===== src/rtl/rcs_cfg.svh =====
// Purpose: constants for the reset and clock sequencer
// Assumes: clk_sys is the input clock, 250 MHz
// Notes: offsets are byte addresses on the register bus
`ifndef RCS_CFG_SVH
`define RCS_CFG_SVH

// clock and timing
`define RCS_CLK_PERIOD_NS        4
`define RCS_STRETCH_CYCLES       10'h200
`define RCS_STRETCH_CNT_W        10
`define RCS_RELAUNCH_MAX_P       6
`define RCS_NMI_MIN_P            3'h2
`define RCS_EXT_MIN_P            3'h4
`define RCS_IRQ_LINES            5

// register map
`define RCS_ADDR_W               8
`define RCS_OFS_CTRL             8'h00
`define RCS_OFS_STATUS           8'h04
`define RCS_OFS_IRQERR           8'h08

// control fields
`define RCS_CTRL_SRCSEL_BIT      0
`define RCS_CTRL_PLLEN_BIT       1
`define RCS_CTRL_RESET           2'h0

// status fields
`define RCS_ST_PHASE_LSB         0
`define RCS_ST_BYPASS_BIT        3
`define RCS_ST_BOOT_LSB          4
`define RCS_ST_ENDIAN_BIT        6
`define RCS_ST_CLKSRC_BIT        7

`endif


===== src/rtl/rcs_pkg.sv =====
// Purpose: types for the reset and clock sequencer
// Assumes: nothing
// Notes: phase codes are one-hot
package rcs_pkg;

	typedef enum logic [2:0]
	{
		RCS_PH_ASSERT  = 3'h1,
		RCS_PH_STRETCH = 3'h2,
		RCS_PH_RUN     = 3'h4
	} rcs_phase_e;

	typedef logic [31:0] rcs_word_t;

endpackage


===== src/rtl/rcs_clkdiv.sv =====
// Purpose: free-running divide-by-8 phase counter
// Assumes: one clock domain
// Notes: bit n of the count is a divide-by-2^(n+1) level
`timescale 1ns/10ps
module rcs_clkdiv
(
	// clock and reset
	input  wire logic       clk_sys,
	input  wire logic       reset,
	// divider phase
	output logic      [2:0] div_cnt_ff
);

	always_ff @(posedge clk_sys or posedge reset)
	begin
		if (reset)
			div_cnt_ff <= 3'h0;
		else
			div_cnt_ff <= div_cnt_ff + 3'h1;
	end

endmodule


===== src/rtl/rcs_top.sv =====
// Purpose: device reset sequencing, clock ratios, pin group enables
// Assumes: clk_sys is the input clock; pins are asynchronous
// Notes: clocks leave as levels or one-cycle enables
//
// Implementation choices: the register addresses and register access over Avalon-MM.
`timescale 1ns/10ps
`include "rcs_cfg.svh"
module rcs_top
(
	// clock and reset
	input  wire logic                     clk_sys,
	input  wire logic                     reset,
	// board reset and straps
	input  wire logic                     ext_reset_n,
	input  wire logic               [1:0] boot_mode_strap,
	input  wire logic                     endianness_strap,
	input  wire logic                     input_clock_source_strap,
	// interrupt pins
	input  wire logic                     nmi_pin,
	input  wire logic               [3:0] ext_int_pin,
	// avalon-mm slave
	input  wire logic [`RCS_ADDR_W-1:0]   avs_address,
	input  wire logic                     avs_read,
	input  wire logic                     avs_write,
	input  wire logic              [31:0] avs_writedata,
	output logic                   [31:0] avs_readdata,
	output logic                          avs_waitrequest,
	// memory interface bus request
	input  wire logic                     bus_request_in,
	output logic                          bus_request_out,
	output logic                          bus_request_valid,
	// internal clocks
	output logic                          core_clock_en,
	output logic                          peripheral_clock_en,
	output logic                          memif_internal_clock_en,
	// clock pins
	output logic                          memif_clock_out,
	output logic                          memif_clock_out_oe,
	output logic                          second_clock_out,
	output logic                          second_clock_out_oe,
	output logic                          third_clock_out,
	// pin group enables and reset state
	output logic                          memif_group_oe,
	output logic                          serial_timer_group_oe,
	output logic                          internal_reset_out,
	output logic                          pll_bypass_out,
	// latched straps
	output logic                    [1:0] boot_mode_latched,
	output logic                          endianness_latched,
	// qualified interrupt events
	output logic [`RCS_IRQ_LINES-1:0]     irq_event
);

	// pin synchronisers, three stages
	logic                        rst_s1_ff, rst_s2_ff, rst_s3_ff, rst_n_ff;
	logic                  [3:0] strap_s1_ff, strap_s2_ff, strap_s3_ff;
	logic [`RCS_IRQ_LINES-1:0]   irq_s1_ff, irq_s2_ff, irq_s3_ff, irq_lvl_ff;

	always_ff @(posedge clk_sys or posedge reset)
	begin
		if (reset)
		begin
			rst_s1_ff   <= 1'b0;
			rst_s2_ff   <= 1'b0;
			rst_s3_ff   <= 1'b0;
			strap_s1_ff <= 4'h0;
			strap_s2_ff <= 4'h0;
			strap_s3_ff <= 4'h0;
			irq_s1_ff   <= 5'h00;
			irq_s2_ff   <= 5'h00;
			irq_s3_ff   <= 5'h00;
		end
		else
		begin
			rst_s1_ff   <= ext_reset_n;
			rst_s2_ff   <= rst_s1_ff;
			rst_s3_ff   <= rst_s2_ff;
			strap_s1_ff <= {input_clock_source_strap, endianness_strap, boot_mode_strap};
			strap_s2_ff <= strap_s1_ff;
			strap_s3_ff <= strap_s2_ff;
			irq_s1_ff   <= {ext_int_pin, nmi_pin};
			irq_s2_ff   <= irq_s1_ff;
			irq_s3_ff   <= irq_s2_ff;
		end
	end

	// accepted pin levels: second and third stage agree
	wire                        rst_agree   = (rst_s2_ff == rst_s3_ff);
	wire                        rst_rise    = rst_agree & rst_s3_ff & ~rst_n_ff;
	wire                        rst_fall    = rst_agree & ~rst_s3_ff & rst_n_ff;
	wire [`RCS_IRQ_LINES-1:0]   irq_agree   = ~(irq_s2_ff ^ irq_s3_ff);
	wire [`RCS_IRQ_LINES-1:0]   nxt_irq_lvl = (irq_agree & irq_s3_ff) | (~irq_agree & irq_lvl_ff);

	always_ff @(posedge clk_sys or posedge reset)
	begin
		if (reset)
		begin
			rst_n_ff   <= 1'b0;
			irq_lvl_ff <= 5'h00;
		end
		else
		begin
			rst_n_ff   <= rst_agree ? rst_s3_ff : rst_n_ff;
			irq_lvl_ff <= nxt_irq_lvl;
		end
	end

	// reset phase machine
	rcs_pkg::rcs_phase_e            phase_ff, nxt_phase;
	logic [`RCS_STRETCH_CNT_W-1:0]  stretch_cnt_ff;
	logic [`RCS_STRETCH_CNT_W-1:0]  nxt_stretch_cnt;
	logic                           strap_take;

	wire stretch_done = (stretch_cnt_ff == `RCS_STRETCH_CYCLES - `RCS_STRETCH_CNT_W'(1));

	always_comb
	begin
		nxt_phase       = phase_ff;
		nxt_stretch_cnt = stretch_cnt_ff;
		strap_take      = 1'b0;
		case (phase_ff)
			rcs_pkg::RCS_PH_ASSERT:
			begin
				if (rst_rise)
				begin
					nxt_phase       = rcs_pkg::RCS_PH_STRETCH;
					nxt_stretch_cnt = '0;
					strap_take      = 1'b1;
				end
			end
			rcs_pkg::RCS_PH_STRETCH:
			begin
				if (rst_fall)
					nxt_phase = rcs_pkg::RCS_PH_ASSERT;
				else if (stretch_done)
					nxt_phase = rcs_pkg::RCS_PH_RUN;
				else
					nxt_stretch_cnt = stretch_cnt_ff + `RCS_STRETCH_CNT_W'(1);
			end
			rcs_pkg::RCS_PH_RUN:
			begin
				if (rst_fall)
					nxt_phase = rcs_pkg::RCS_PH_ASSERT;
			end
			default:
				nxt_phase = rcs_pkg::RCS_PH_ASSERT;
		endcase
	end

	always_ff @(posedge clk_sys or posedge reset)
	begin
		if (reset)
		begin
			phase_ff       <= rcs_pkg::RCS_PH_ASSERT;
			stretch_cnt_ff <= '0;
		end
		else
		begin
			phase_ff       <= nxt_phase;
			stretch_cnt_ff <= nxt_stretch_cnt;
		end
	end

	// strap latch
	logic [3:0] strap_ff;

	always_ff @(posedge clk_sys or posedge reset)
	begin
		if (reset)
			strap_ff <= 4'h0;
		else if (strap_take)
			strap_ff <= strap_s3_ff;
	end

	wire in_assert = (phase_ff == rcs_pkg::RCS_PH_ASSERT);
	wire in_run    = (phase_ff == rcs_pkg::RCS_PH_RUN);

	// clock ratios
	logic [2:0] div_cnt;

	rcs_clkdiv u_div
	(
		.clk_sys    (clk_sys),
		.reset      (reset),
		.div_cnt_ff (div_cnt)
	);

	wire div8_tick = (div_cnt == 3'h7);
	wire div2_tick = div_cnt[0];
	wire nxt_core_en   = in_run ? 1'b1 : div8_tick;
	wire nxt_periph_en = in_run ? div2_tick : div8_tick;
	wire int_memif_lvl = in_run ? div_cnt[0] : div_cnt[2];
	wire alt_memif_lvl = div_cnt[1];

	// control registers
	logic [1:0] ctrl_ff;
	logic [`RCS_IRQ_LINES-1:0] irq_err_ff;

	wire src_sel  = ctrl_ff[`RCS_CTRL_SRCSEL_BIT];
	wire pll_en   = ctrl_ff[`RCS_CTRL_PLLEN_BIT];
	wire nxt_memif_clk   = src_sel ? alt_memif_lvl : int_memif_lvl;
	wire nxt_third_clk   = in_assert ? 1'b0 : div_cnt[2];
	wire nxt_second_clk  = in_run ? div_cnt[0] : div_cnt[2];

	// clock pins and enables
	logic memif_clk_ff, second_clk_ff, third_clk_ff;
	logic core_en_ff, periph_en_ff, memif_en_ff;

	wire memif_rise = nxt_memif_clk & ~memif_clk_ff;

	always_ff @(posedge clk_sys or posedge reset)
	begin
		if (reset)
		begin
			memif_clk_ff  <= 1'b0;
			second_clk_ff <= 1'b0;
			third_clk_ff  <= 1'b0;
			core_en_ff    <= 1'b0;
			periph_en_ff  <= 1'b0;
			memif_en_ff   <= 1'b0;
		end
		else
		begin
			memif_clk_ff  <= nxt_memif_clk;
			second_clk_ff <= nxt_second_clk;
			third_clk_ff  <= nxt_third_clk;
			core_en_ff    <= nxt_core_en;
			periph_en_ff  <= nxt_periph_en;
			memif_en_ff   <= nxt_periph_en;
		end
	end

	assign core_clock_en           = core_en_ff;
	assign peripheral_clock_en     = periph_en_ff;
	assign memif_internal_clock_en = memif_en_ff;
	assign memif_clock_out         = memif_clk_ff;
	assign memif_clock_out_oe      = ~in_assert;
	assign second_clock_out        = second_clk_ff;
	assign second_clock_out_oe     = ~in_assert;
	assign third_clock_out         = third_clk_ff;

	// pin groups follow internal reset
	assign memif_group_oe        = in_run;
	assign serial_timer_group_oe = in_run;
	assign internal_reset_out    = ~in_run;
	assign pll_bypass_out        = ~(in_run & pll_en);
	assign boot_mode_latched     = strap_ff[1:0];
	assign endianness_latched    = strap_ff[2];

	// bus request stepped by memif clock
	logic bus_request_out_ff;

	always_ff @(posedge clk_sys or posedge reset)
	begin
		if (reset)
			bus_request_out_ff <= 1'b0;
		else if (!in_run)
			bus_request_out_ff <= 1'b0;
		else if (memif_rise)
			bus_request_out_ff <= bus_request_in;
	end

	assign bus_request_out   = bus_request_out_ff;
	assign bus_request_valid = in_run;

	// interrupt width monitor, counted in core clock periods
	function automatic logic [2:0] min_width(input int idx);
		min_width = (idx == 0) ? `RCS_NMI_MIN_P : `RCS_EXT_MIN_P;
	endfunction

	logic [2:0] width_cnt_ff [`RCS_IRQ_LINES];
	logic [`RCS_IRQ_LINES-1:0] irq_event_ff;
	logic [`RCS_IRQ_LINES-1:0] width_err;
	logic [`RCS_IRQ_LINES-1:0] width_ok;

	always_comb
	begin
		for (int i = 0; i < `RCS_IRQ_LINES; i++)
		begin
			width_ok[i]  = (width_cnt_ff[i] >= min_width(i));
			width_err[i] = (nxt_irq_lvl[i] != irq_lvl_ff[i]) & ~width_ok[i];
		end
	end

	always_ff @(posedge clk_sys or posedge reset)
	begin
		if (reset)
		begin
			for (int i = 0; i < `RCS_IRQ_LINES; i++)
				width_cnt_ff[i] <= 3'h0;
			irq_event_ff <= 5'h00;
		end
		else
		begin
			for (int i = 0; i < `RCS_IRQ_LINES; i++)
			begin
				if (nxt_irq_lvl[i] != irq_lvl_ff[i])
					width_cnt_ff[i] <= 3'h1;
				else if (core_en_ff && width_cnt_ff[i] != 3'h7)
					width_cnt_ff[i] <= width_cnt_ff[i] + 3'h1;
				irq_event_ff[i] <= nxt_irq_lvl[i] & ~irq_lvl_ff[i] & width_ok[i] & in_run;
			end
		end
	end

	assign irq_event = irq_event_ff;

	// avalon-mm slave, one wait state
	logic        ack_ff;
	logic [31:0] rdata_ff;

	wire req      = avs_read | avs_write;
	wire hit_ctrl = (avs_address == `RCS_OFS_CTRL);
	wire hit_st   = (avs_address == `RCS_OFS_STATUS);
	wire hit_err  = (avs_address == `RCS_OFS_IRQERR);
	wire wr_now   = avs_write & ack_ff;

	wire [31:0] status_word = {24'h000000, strap_ff[3], strap_ff[2], strap_ff[1:0],
	                           pll_bypass_out, phase_ff};
	wire [31:0] rd_mux = hit_ctrl ? {30'h00000000, ctrl_ff} :
	                     hit_st   ? status_word :
	                     hit_err  ? {27'h0000000, irq_err_ff} :
	                                32'h00000000;

	always_ff @(posedge clk_sys or posedge reset)
	begin
		if (reset)
		begin
			ack_ff   <= 1'b0;
			rdata_ff <= 32'h00000000;
		end
		else
		begin
			ack_ff   <= req & ~ack_ff;
			rdata_ff <= rd_mux;
		end
	end

	assign avs_waitrequest = req & ~ack_ff;
	assign avs_readdata    = rdata_ff;

	always_ff @(posedge clk_sys or posedge reset)
	begin
		if (reset)
			ctrl_ff <= `RCS_CTRL_RESET;
		else if (in_assert)
			ctrl_ff[`RCS_CTRL_PLLEN_BIT] <= 1'b0;
		else if (wr_now && hit_ctrl)
			ctrl_ff <= avs_writedata[1:0];
	end

	// width errors: sticky, write one to clear, set wins
	wire [`RCS_IRQ_LINES-1:0] err_clr = (wr_now && hit_err) ? avs_writedata[`RCS_IRQ_LINES-1:0] : 5'h00;

	always_ff @(posedge clk_sys or posedge reset)
	begin
		if (reset)
			irq_err_ff <= 5'h00;
		else
			irq_err_ff <= (irq_err_ff & ~err_clr) | width_err;
	end

endmodule


===== config.mk =====
export PLATFORM = sky130hd
export DESIGN_NAME = rcs_top
export DESIGN_NICKNAME = d
export VERILOG_FILES = /design/src/rtl/rcs_pkg.sv /design/src/rtl/rcs_clkdiv.sv /design/src/rtl/rcs_top.sv
export VERILOG_INCLUDE_DIRS = /design/src /design/src/rtl
export SDC_FILE = /design/constraint.sdc
export NUM_CORES = 1
export LEC_CHECK = 0
export ABC_AREA = 1
export BUFFER_PORTS_ARGS = -buffer_cell sky130_fd_sc_hd__buf_2
export CAP_MARGIN = 40
export CORE_ASPECT_RATIO = 1.4
export CORE_UTILIZATION = 53
export CTS_BUF_LIST = sky130_fd_sc_hd__clkbuf_16
export CTS_CLUSTER_SIZE = 16
export DETAILED_ROUTE_END_ITERATION = 7
export PLACE_DENSITY = 0.77
export SKIP_CTS_REPAIR_TIMING = 1
export SLEW_MARGIN = 0
export SYNTH_ARGS = -nofsm -noshare
export SYNTH_HDL_FRONTEND = slang
export SYNTH_SLANG_ARGS = --single-unit

===== constraint.sdc =====
create_clock -name clk_sys -period 3.1 [get_ports clk_sys]
set_input_delay 0.31 -clock clk_sys [delete_from_list [all_inputs] [get_ports clk_sys]]
set_output_delay 0.31 -clock clk_sys [all_outputs]
set_load 0.02 [all_outputs]

# Yosys cells after proc, flatten, opt, wreduce, memory -nomap -nowiden
# Cells that the tools add are included.
# Widths: inputs -> output; s select.
# word_totals
output_inout_bits	55
ff_bits	98
wordCells	175
in_bits	55
# classes
order_cmp	5
n_reduce_logical	18
n_eq_ne	24
n_bitwise	55
muxes	34
addsub	7
# ops
operator	count
$mux 3	14
$mux 10	3
$and 1x1->1	28
$pmux 10 s2	1
$add 3x1->3 const B	6
$ne 3x3->1 const B	6
$not 1->1	17
$mux 8	2
$and 5x5->5	3
$not 5->5	3
$reduce_bool 2->1	7
$ge 3x3->1 const B	4
$add 10x1->10 const B	1
$eq 10x9->1 const B	1
$mux 1	10
$mux 5	2
$or 5x5->5	2
$pmux 3 s3	1
$eq 8x3->1 const B	1
$eq 8x4->1 const B	1
$logic_not 8->1	1
$ne 2x2->1 const B	4
$logic_and 1x1->1	7
$eq 3x3->1 const B	2
other kinds (12)	16

# Logic depth before layout (Yosys ltp)
# Gate-level depths: netlist of the first run.
# logic_depth
word_depth	8
ltp_mapped	9
depth_no_buf	9

# Modules after synthesis
# From an unflattened synthesis of the first run, not the netlist that was laid out.
# unflattened
cells_unflattened	417
hier_area_um2	4215.3
# by_module_without_submodules
module	instances	seq_area_each_um2	area_per_inst_um2	cells_per_inst
rcs_top	1	2378.5	4101.4	406
rcs_clkdiv	1	75.1	113.9	11

# Worst setup path after synthesis of the first run
# Ideal clock, no wire load.
# synth_timing
path_kind	register to output
start	register phase_ff[1]
end	output port pll_bypass_out
n_path_buf	0
required_ns	2.790
t_arrival_ns	1.283
path_stages_with_launch	5
setup_slack_ns	1.507
cell_sequence	dfrtp_1 > nor2_2 > nand2_2 > inv_1 > nand2_1
# synth_via
elab_chain_cells	3
# synth_rtl
item	line_no	text
from (decl)	rcs_top.sv:109	rcs_pkg::rcs_phase_e phase_ff, nxt_phase;
from (signal assigned)	rcs_top.sv:154	phase_ff <= rcs_pkg::RCS_PH_ASSERT;
from (signal assigned)	rcs_top.sv:159	phase_ff <= nxt_phase;
$eq 3x3->1	rcs_top.sv:176	wire in_run = (phase_ff == rcs_pkg::RCS_PH_RUN);
via bus_request_valid	rcs_top.sv:31	output logic bus_request_valid,
$and 1x1->1	rcs_top.sv:246	assign pll_bypass_out = ~(in_run & pll_en);
$not 1->1	rcs_top.sv:246	
to (decl)	rcs_top.sv:46	output logic pll_bypass_out,
# The timed path passes the listed nets, and every way through them passes these cells.

# Worst setup path in the final report of the first run
# layout_timing
start	register phase_ff[1]
end	output port pll_bypass_out
# layout_via
elab_chain_cells	3
# layout_rtl
item	line_no
$eq 3x3->1	rcs_top.sv:176
$and 1x1->1	rcs_top.sv:246
$not 1->1	rcs_top.sv:246
# Every way passes these cells.

==> reports/results.ini, run 1 <==
[status]
status = finished clean

[power]
vdd_ir_drop_max_mv = 0.4109
p_per_area_nw_per_um2 = 664.1
p_seq_share_pct = 47.6
p_int_uw = 2253
p_leak_uw = 0.002633
p_comb_share_pct = 20.2
power_uw = 3245
switchingPower_uw = 992.2
clkPwrFrac_pct = 32.2
p_sw_share_pct = 30.58

[worst_setup_path]
crit_path_end_kind = output port
critPathBufInv = 2
critPathMaxStageDelay_ns = 0.46
critPathTopFamily = simple AND/OR/NAND/NOR gates
rr_startpoint = irq_s2_ff[2]$_DFF_PP0_
critical_path_class = reg2out
worstPathArrival_ns = 1.78
startpoint_type = flop
crit_start = phase_ff[1]$_DFFE_PP0P_
cp.required_ns = 2.79
crit_path_max_fanout = 9
worst_path_max_delay_cell = dfrtp_1
crit_chain = nor2_2, nand2_2, inv_1, nand2_1, buf_2

[synthesis]
synth_cell_types = 29
seq_area_frac_synth_pct = 56.61
ys_ff_latch = 98
syn_avg_cell_area_um2 = 9.850
mappedNetlistArea_um2 = 4334
yosysWarnings = 0
syn-instance-count = 440
synth_top_area_share_pct = 56.00
yosys-top-cells-area = dfrtp_1, nand2_1, ha_1
synth_largest_area_cell = dfrtp_1

[final_layout]
final_layout_size_suffix_gt1_share_pct = 17.75
nNetsFinal = 582
syn2layout_area_growth_pct = 12.73
layout_commonest_cell = dfrtp_1
final_cell_mix = dfrtp_1, nand2_1, inv_1
final_area_um2 = 4886
antenna_cells = 0

[detailed_routing]
dr.pass1.iters = 4
highest_layer = met4
antenna_left = 0
drtIter0Drc = 217
wl_met3_um = 249
drcViolationCount = 0
wl_met1_um = 3063
drt-total-wl_um = 7474
routedWlPerCell_um = 12.31
num_vias = 3009
met2_length_um = 3816
via_per_inst = 4.957

[timing]
fmax_mhz = 477.7
finalSetupViolations = 0
slew_headroom_pct = 50.92
report.final.slew_viol_count = 0
layout_min_cycle_time_ns = 2.093
hold_viol_final = 0
worst_pin_slew_ns = 0.7362
final.setup.tns_ns = 0
worst_hold_slack_ns = 0.06999
fin_crit_sh_pct = 67.52
skew_ns = 0.004842
rsz0062_at_grt = false

[placed_design]
gp_congestion = 0.8049
dpl.hpwl_um = 5338
port_buffers = 58
dpl_cell_area_um2 = 4606

[worst_hold_path]
min-delay-start = ext_int_pin[3]
hp-class = in2reg

[job]
drv_cap = 0

[floorplan]
ioPinCount = 110
dieArea_um2 = 8548
rows = 38
die_x_um = 78.43
die_y_um = 109
initial_core_util_pct = 55.25
core-area_um2 = 7845

[global_route]
grt_max_degree = 63
grt_overflow = 0
antenna_found_initial = 0
grt_pass1_wl_um = 12990
grt_pass1_vias = 3012
grt.total_usage_pct = 20.20

[clock_network]
cts_buffer_depth = 2
clock_sinks = 98
cts_root_buffer = clkbuf_16
clk_latency_ns = 0.34
htree_levels = 3
cts_made_buffers = 9
tritoncts = yes
cts.clk_slew.worst_paths_ns = 0.06

[power groups by stage]
stage | clock (uW) | combinational (uW) | sequential [uW]
after floorplan | 0 | 537 | 1550
after global placement | 0 | 613 | 1560
after detailed placement | 0 | 651 | 1570
after CTS | 1070 | 661 | 1550
after global routing | 1120 | 761 | 1560
final | 1040 | 656 | 1540
[state kept, by name, summed over array words and instances, names as in the netlist, 5 cells and up]
signal and count:
stretch_cnt_ff 10, irq_lvl_ff 5, irq_err_ff 5, irq_event 5, irq_s1_ff 5, irq_s2_ff 5
width_cnt_ff 15, irq_s3_ff 5, avs_readdata 8
[area by class of cell]
type	count	area (um2)
Tap cell	100	125.1
Clock inverter	7	55.05
Clock buffer	9	225.2
Multi-Input combinational cell	275	1501
Timing Repair Buffer	60	305.3
Fill cell	654	2959
Sequential cell	98	2454
Inverter	58	220.2
[Yosys cell counts]
cell,number
a21oi_1,4
a21oi_2,3
a21oi_4,1
a22o_1,1
buf_4,30
buf_6,2
conb_1,1
dfrtp_1,97
dfstp_2,1
ha_1,25
inv_1,57
inv_2,1
maj3_1,5
nand2_1,84
nand2_2,3
nand3_1,43
nand3_4,2
nand4_1,2
nor2_1,35
nor2_2,3
nor3_1,1
nor3_4,1
nor3b_1,2
o21ai_0,31
o21ai_2,1
o22ai_1,1
or2_2,1
xnor2_1,1
xor2_1,1
[path summary, 6_finish.rpt]
check	to	slack (ns)	cells past startpoint
max	pll_bypass_out	1.01	5
min	irq_s1_ff[4]$_DFF_PP0_	0.07	1
max reg2reg	width_cnt_ff[8]$_DFFE_PP0P_	1.40	5
min reg2reg	strap_s3_ff[3]$_DFF_PP0_	0.34	0
max in group asynchronous	phase_ff[0]$_DFFE_PP1P_	2.19	3
min in group asynchronous	irq_s1_ff[0]$_DFF_PP0_	0.11	2
[metrics by stage]
stage	instances	util [%]	worst slack (ns)
6_report	607	62.28	1.007
5_1_grt	607	62.28	0.9389
4_1_cts	607	62.28	1.014
3_3_place_gp	591	58.71	1.391
2_1_floorplan	463	-	0.2296
3_5_place_dp	591	58.71	1.389
[per-layer routing]
metal  track usage (%)  vias to the layer above
met3             3.849                       24
met4             15.34                        0
met2             33.96                       77
met1             22.71                     1440
li1                  -                     1468
met5                 0                        -
[cell families after synthesis]
family	Yosys count	synth area share (%)
AND/OR/NAND/NOR	177	18.22
flip-flops	98	56.61
buffers and inverters	90	10.74
AO/OA/AOI/OAI	42	5.572
adder cells (fa/ha/maj)	30	8.372
XOR/XNOR	2	0.4042
other	1	0.08652
Power figures use the tool's default switching activity.
==> run 2, diff against run 1 <==
--- a/config.mk
+++ b/config.mk
@@ -10,11 +10,11 @@
 export BUFFER_PORTS_ARGS = -buffer_cell sky130_fd_sc_hd__buf_2
 export CAP_MARGIN = 40
 export CORE_ASPECT_RATIO = 1.4
-export CORE_UTILIZATION = 53
+export CORE_UTILIZATION = 48
 export CTS_BUF_LIST = sky130_fd_sc_hd__clkbuf_16
 export CTS_CLUSTER_SIZE = 16
 export DETAILED_ROUTE_END_ITERATION = 7
-export PLACE_DENSITY = 0.77
+export PLACE_DENSITY = 0.73
 export SKIP_CTS_REPAIR_TIMING = 1
 export SLEW_MARGIN = 0
 export SYNTH_ARGS = -nofsm -noshare
==> constraint.sdc (replaced) <==
create_clock -name clk_sys -period 1.7 [get_ports clk_sys]
set_input_delay 0.17 -clock clk_sys [delete_from_list [all_inputs] [get_ports clk_sys]]
set_output_delay 0.17 -clock clk_sys [all_outputs]
set_load 0.02 [all_outputs]
==> reports/results.ini, run 2 (synthesis results as in run 1) <==
[status]
status = finished clean

[power]
vdd_ir_drop_max_mv = 0.6393  ; +56%
p_leak_uw = 0.002716  ; +3.1%
p_per_area_nw_per_um2 = 1182  ; +78%

[final_layout]
final_layout_size_suffix_gt1_share_pct = 20.38  ; +2.6 points
fill_cells = 745  ; +14%
layout_commonest_cell = dfrtp_1
final_area_um2 = 5137  ; +5.1%
antenna_cells = 0  ; unchanged
final_cell_mix = dfrtp_1, nand2_1, inv_1, buf_2, nand3_1
nNetsFinal = 605  ; +4.0%
largest-register = width_cnt_ff
largest_reg_flops = 15  ; unchanged
syn2layout_area_growth_pct = 18.53

[worst_setup_path]
crit_path_end_kind = output port
regToRegSetupSlack_ns = 0.09  ; -1.31 ns
crit-reg2reg-capture = stretch_cnt_ff[8]$_DFFE_PP0P_
rr_startpoint = phase_ff[0]$_DFFE_PP1P_
critPathMaxStageDelay_ns = 0.59  ; +0.13 ns
critical_path.endpoint = memif_clock_out_oe
critical_path_class = reg2out
worst_path_max_delay_cell = dfstp_2
crit_path_max_fanout = 4  ; -5
crit_start = phase_ff[0]$_DFFE_PP1P_
startpoint_type = flop
rr_worst_depth = 7  ; +2
path_common_cell = buf_6
crit_chain = inv_4, nor3_4, buf_6, inv_6, buf_6
worstPathArrival_ns = 1.50  ; -0.28 ns
cp.required_ns = 1.53  ; -1.26 ns

[global_route]
grt_pass1_wl_um = 12680  ; -2.4%
grt_pass1_vias = 2854  ; -5.2%
grt_overflow = 0  ; unchanged
grt_max_degree = 59  ; -6.3%
antenna_found_initial = 0  ; unchanged
grt.total_usage_pct = 18.28  ; -1.9 points

[worst_hold_path]
min_path_cells = 3  ; +2
hp-class = in2reg

[detailed_routing]
dr.pass1.iters = 5  ; +1
num_vias = 3087  ; +2.6%
drtIter0Drc = 131  ; -40%
antenna_left = 0  ; unchanged
via_per_inst = 4.861  ; -1.9%
drt-total-wl_um = 7763  ; +3.9%
drcViolationCount = 0  ; unchanged
routedWlPerCell_um = 12.23  ; -0.71%

[floorplan]
die_x_um = 82.31  ; +5.0%
rows = 40  ; +5.3%
core-area_um2 = 8658  ; +10%
die_y_um = 114.4  ; +5.0%
ioPinCount = 110  ; unchanged
dieArea_um2 = 9419  ; +10%
initial_core_util_pct = 50.06  ; -5.2 points

[clock_network]
cts_root_buffer = clkbuf_16
cts_buffer_depth = 2  ; unchanged
tritoncts = yes
clock_sinks = 98  ; unchanged
htree_levels = 3  ; unchanged
cts.clk_slew.worst_paths_ns = 0.07  ; about the same
clk_latency_ns = 0.34  ; about the same
cts_made_buffers = 9  ; unchanged

[timing]
finalSetupViolations = 0  ; unchanged
skew_ns = 0.007410  ; +0.002568 ns
final.setup.tns_ns = 0  ; unchanged
rsz0062_at_grt = true
fmax_mhz = 600.4
layout_min_cycle_time_ns = 1.666
report.final.slew_viol_count = 0  ; unchanged
hold_viol_final = 0  ; unchanged
fin_crit_sh_pct = 97.98

[placed_design]
port_buffers = 58  ; unchanged
dpl_cell_area_um2 = 4686  ; +1.7%
dpl.hpwl_um = 5456  ; +2.2%
gp_congestion = 0.7948  ; -1.3%

[job]
drv_cap = 0  ; unchanged

[run 2: cell types whose count changed in the layout (fill, tap and decap cells not counted), sizes merged]
cell / before / now
inv: 62 / 59
clkinv: 2 / 3
clkinvlp: 0 / 3
buf: 60 / 72
dlygate4sd3: 0 / 11
bufinv: 1 / 0
[run 2: final cells by class]
class / count / area, um2 / share of cell area [%]
clock buffers: 9 / 225.2 / 4.384
clock inverters: 7 / 38.79 / 0.7550
inverters: 58 / 229.0 / 4.457
multi-input cells: 275 / 1525 / 29.69
flip-flops and latches: 98 / 2454 / 47.76
well taps: 105 / 131.4 / 2.557
repair buffers: 83 / 534.3 / 10.40
[run 2: how the worst min path moves through the flow]
stage | from | to | slack (ns)
after floorplan | nmi_pin | irq_s1_ff[0]$_DFF_PP0_ | 0.20
after global placement | reset | second_clock_out$_DFF_PP0_ | 0.19
after detailed placement | reset | second_clock_out$_DFF_PP0_ | 0.20
after CTS | reset | second_clock_out$_DFF_PP0_ | -0.16
after global routing | bus_request_in | bus_request_out$_DFFE_PP0P_ | 0.08
final | bus_request_in | bus_request_out$_DFFE_PP0P_ | 0.08
[run 2: through the flow]
stage	hold WS [ns]	power, uW	setup slack [ns]	util (%)	std cells
floorplan	0.2014	3805	0.1092	-	463
finish	0.07602	6070	0.03435	59.34	635
detailed placement	0.2030	4109	0.08283	54.12	604
CTS	-0.1638	5925	-0.09187	57.17	620
global route	0.08008	6451	-0.01950	59.34	635
global placement	0.1930	4016	0.1644	54.12	604
[run 2: routing by layer]
layer / part of all wire (%) / vias to the layer above / wire length [um] / GRT usage [%]
li1: - / 1513 / - / -
met1: 40 / 1478 / 3129 / 20.76
met2: 53 / 78 / 4097 / 31.13
met3: 3.7 / 18 / 288 / 3.904
met4: 3.2 / 0 / 248 / 10.29
met5: 0 / - / 0 / 0
[run 2: report_power, final]
group / internal, uW / leakage, uW / switching, uW
Sequential: 2610 / 0.00121 / 225
Clock: 972 / 0.000129 / 807
Combinational: 591 / 0.00137 / 867
Total: 4170 / 0.00272 / 1900
[run 2: worst max-delay path, delay by kind of cell (launching register included)]
family	cells	cell delay [ns]
buffers and inverters	4	0.37
flip-flops	1	0.59
AND/OR/NAND/NOR	1	0.19
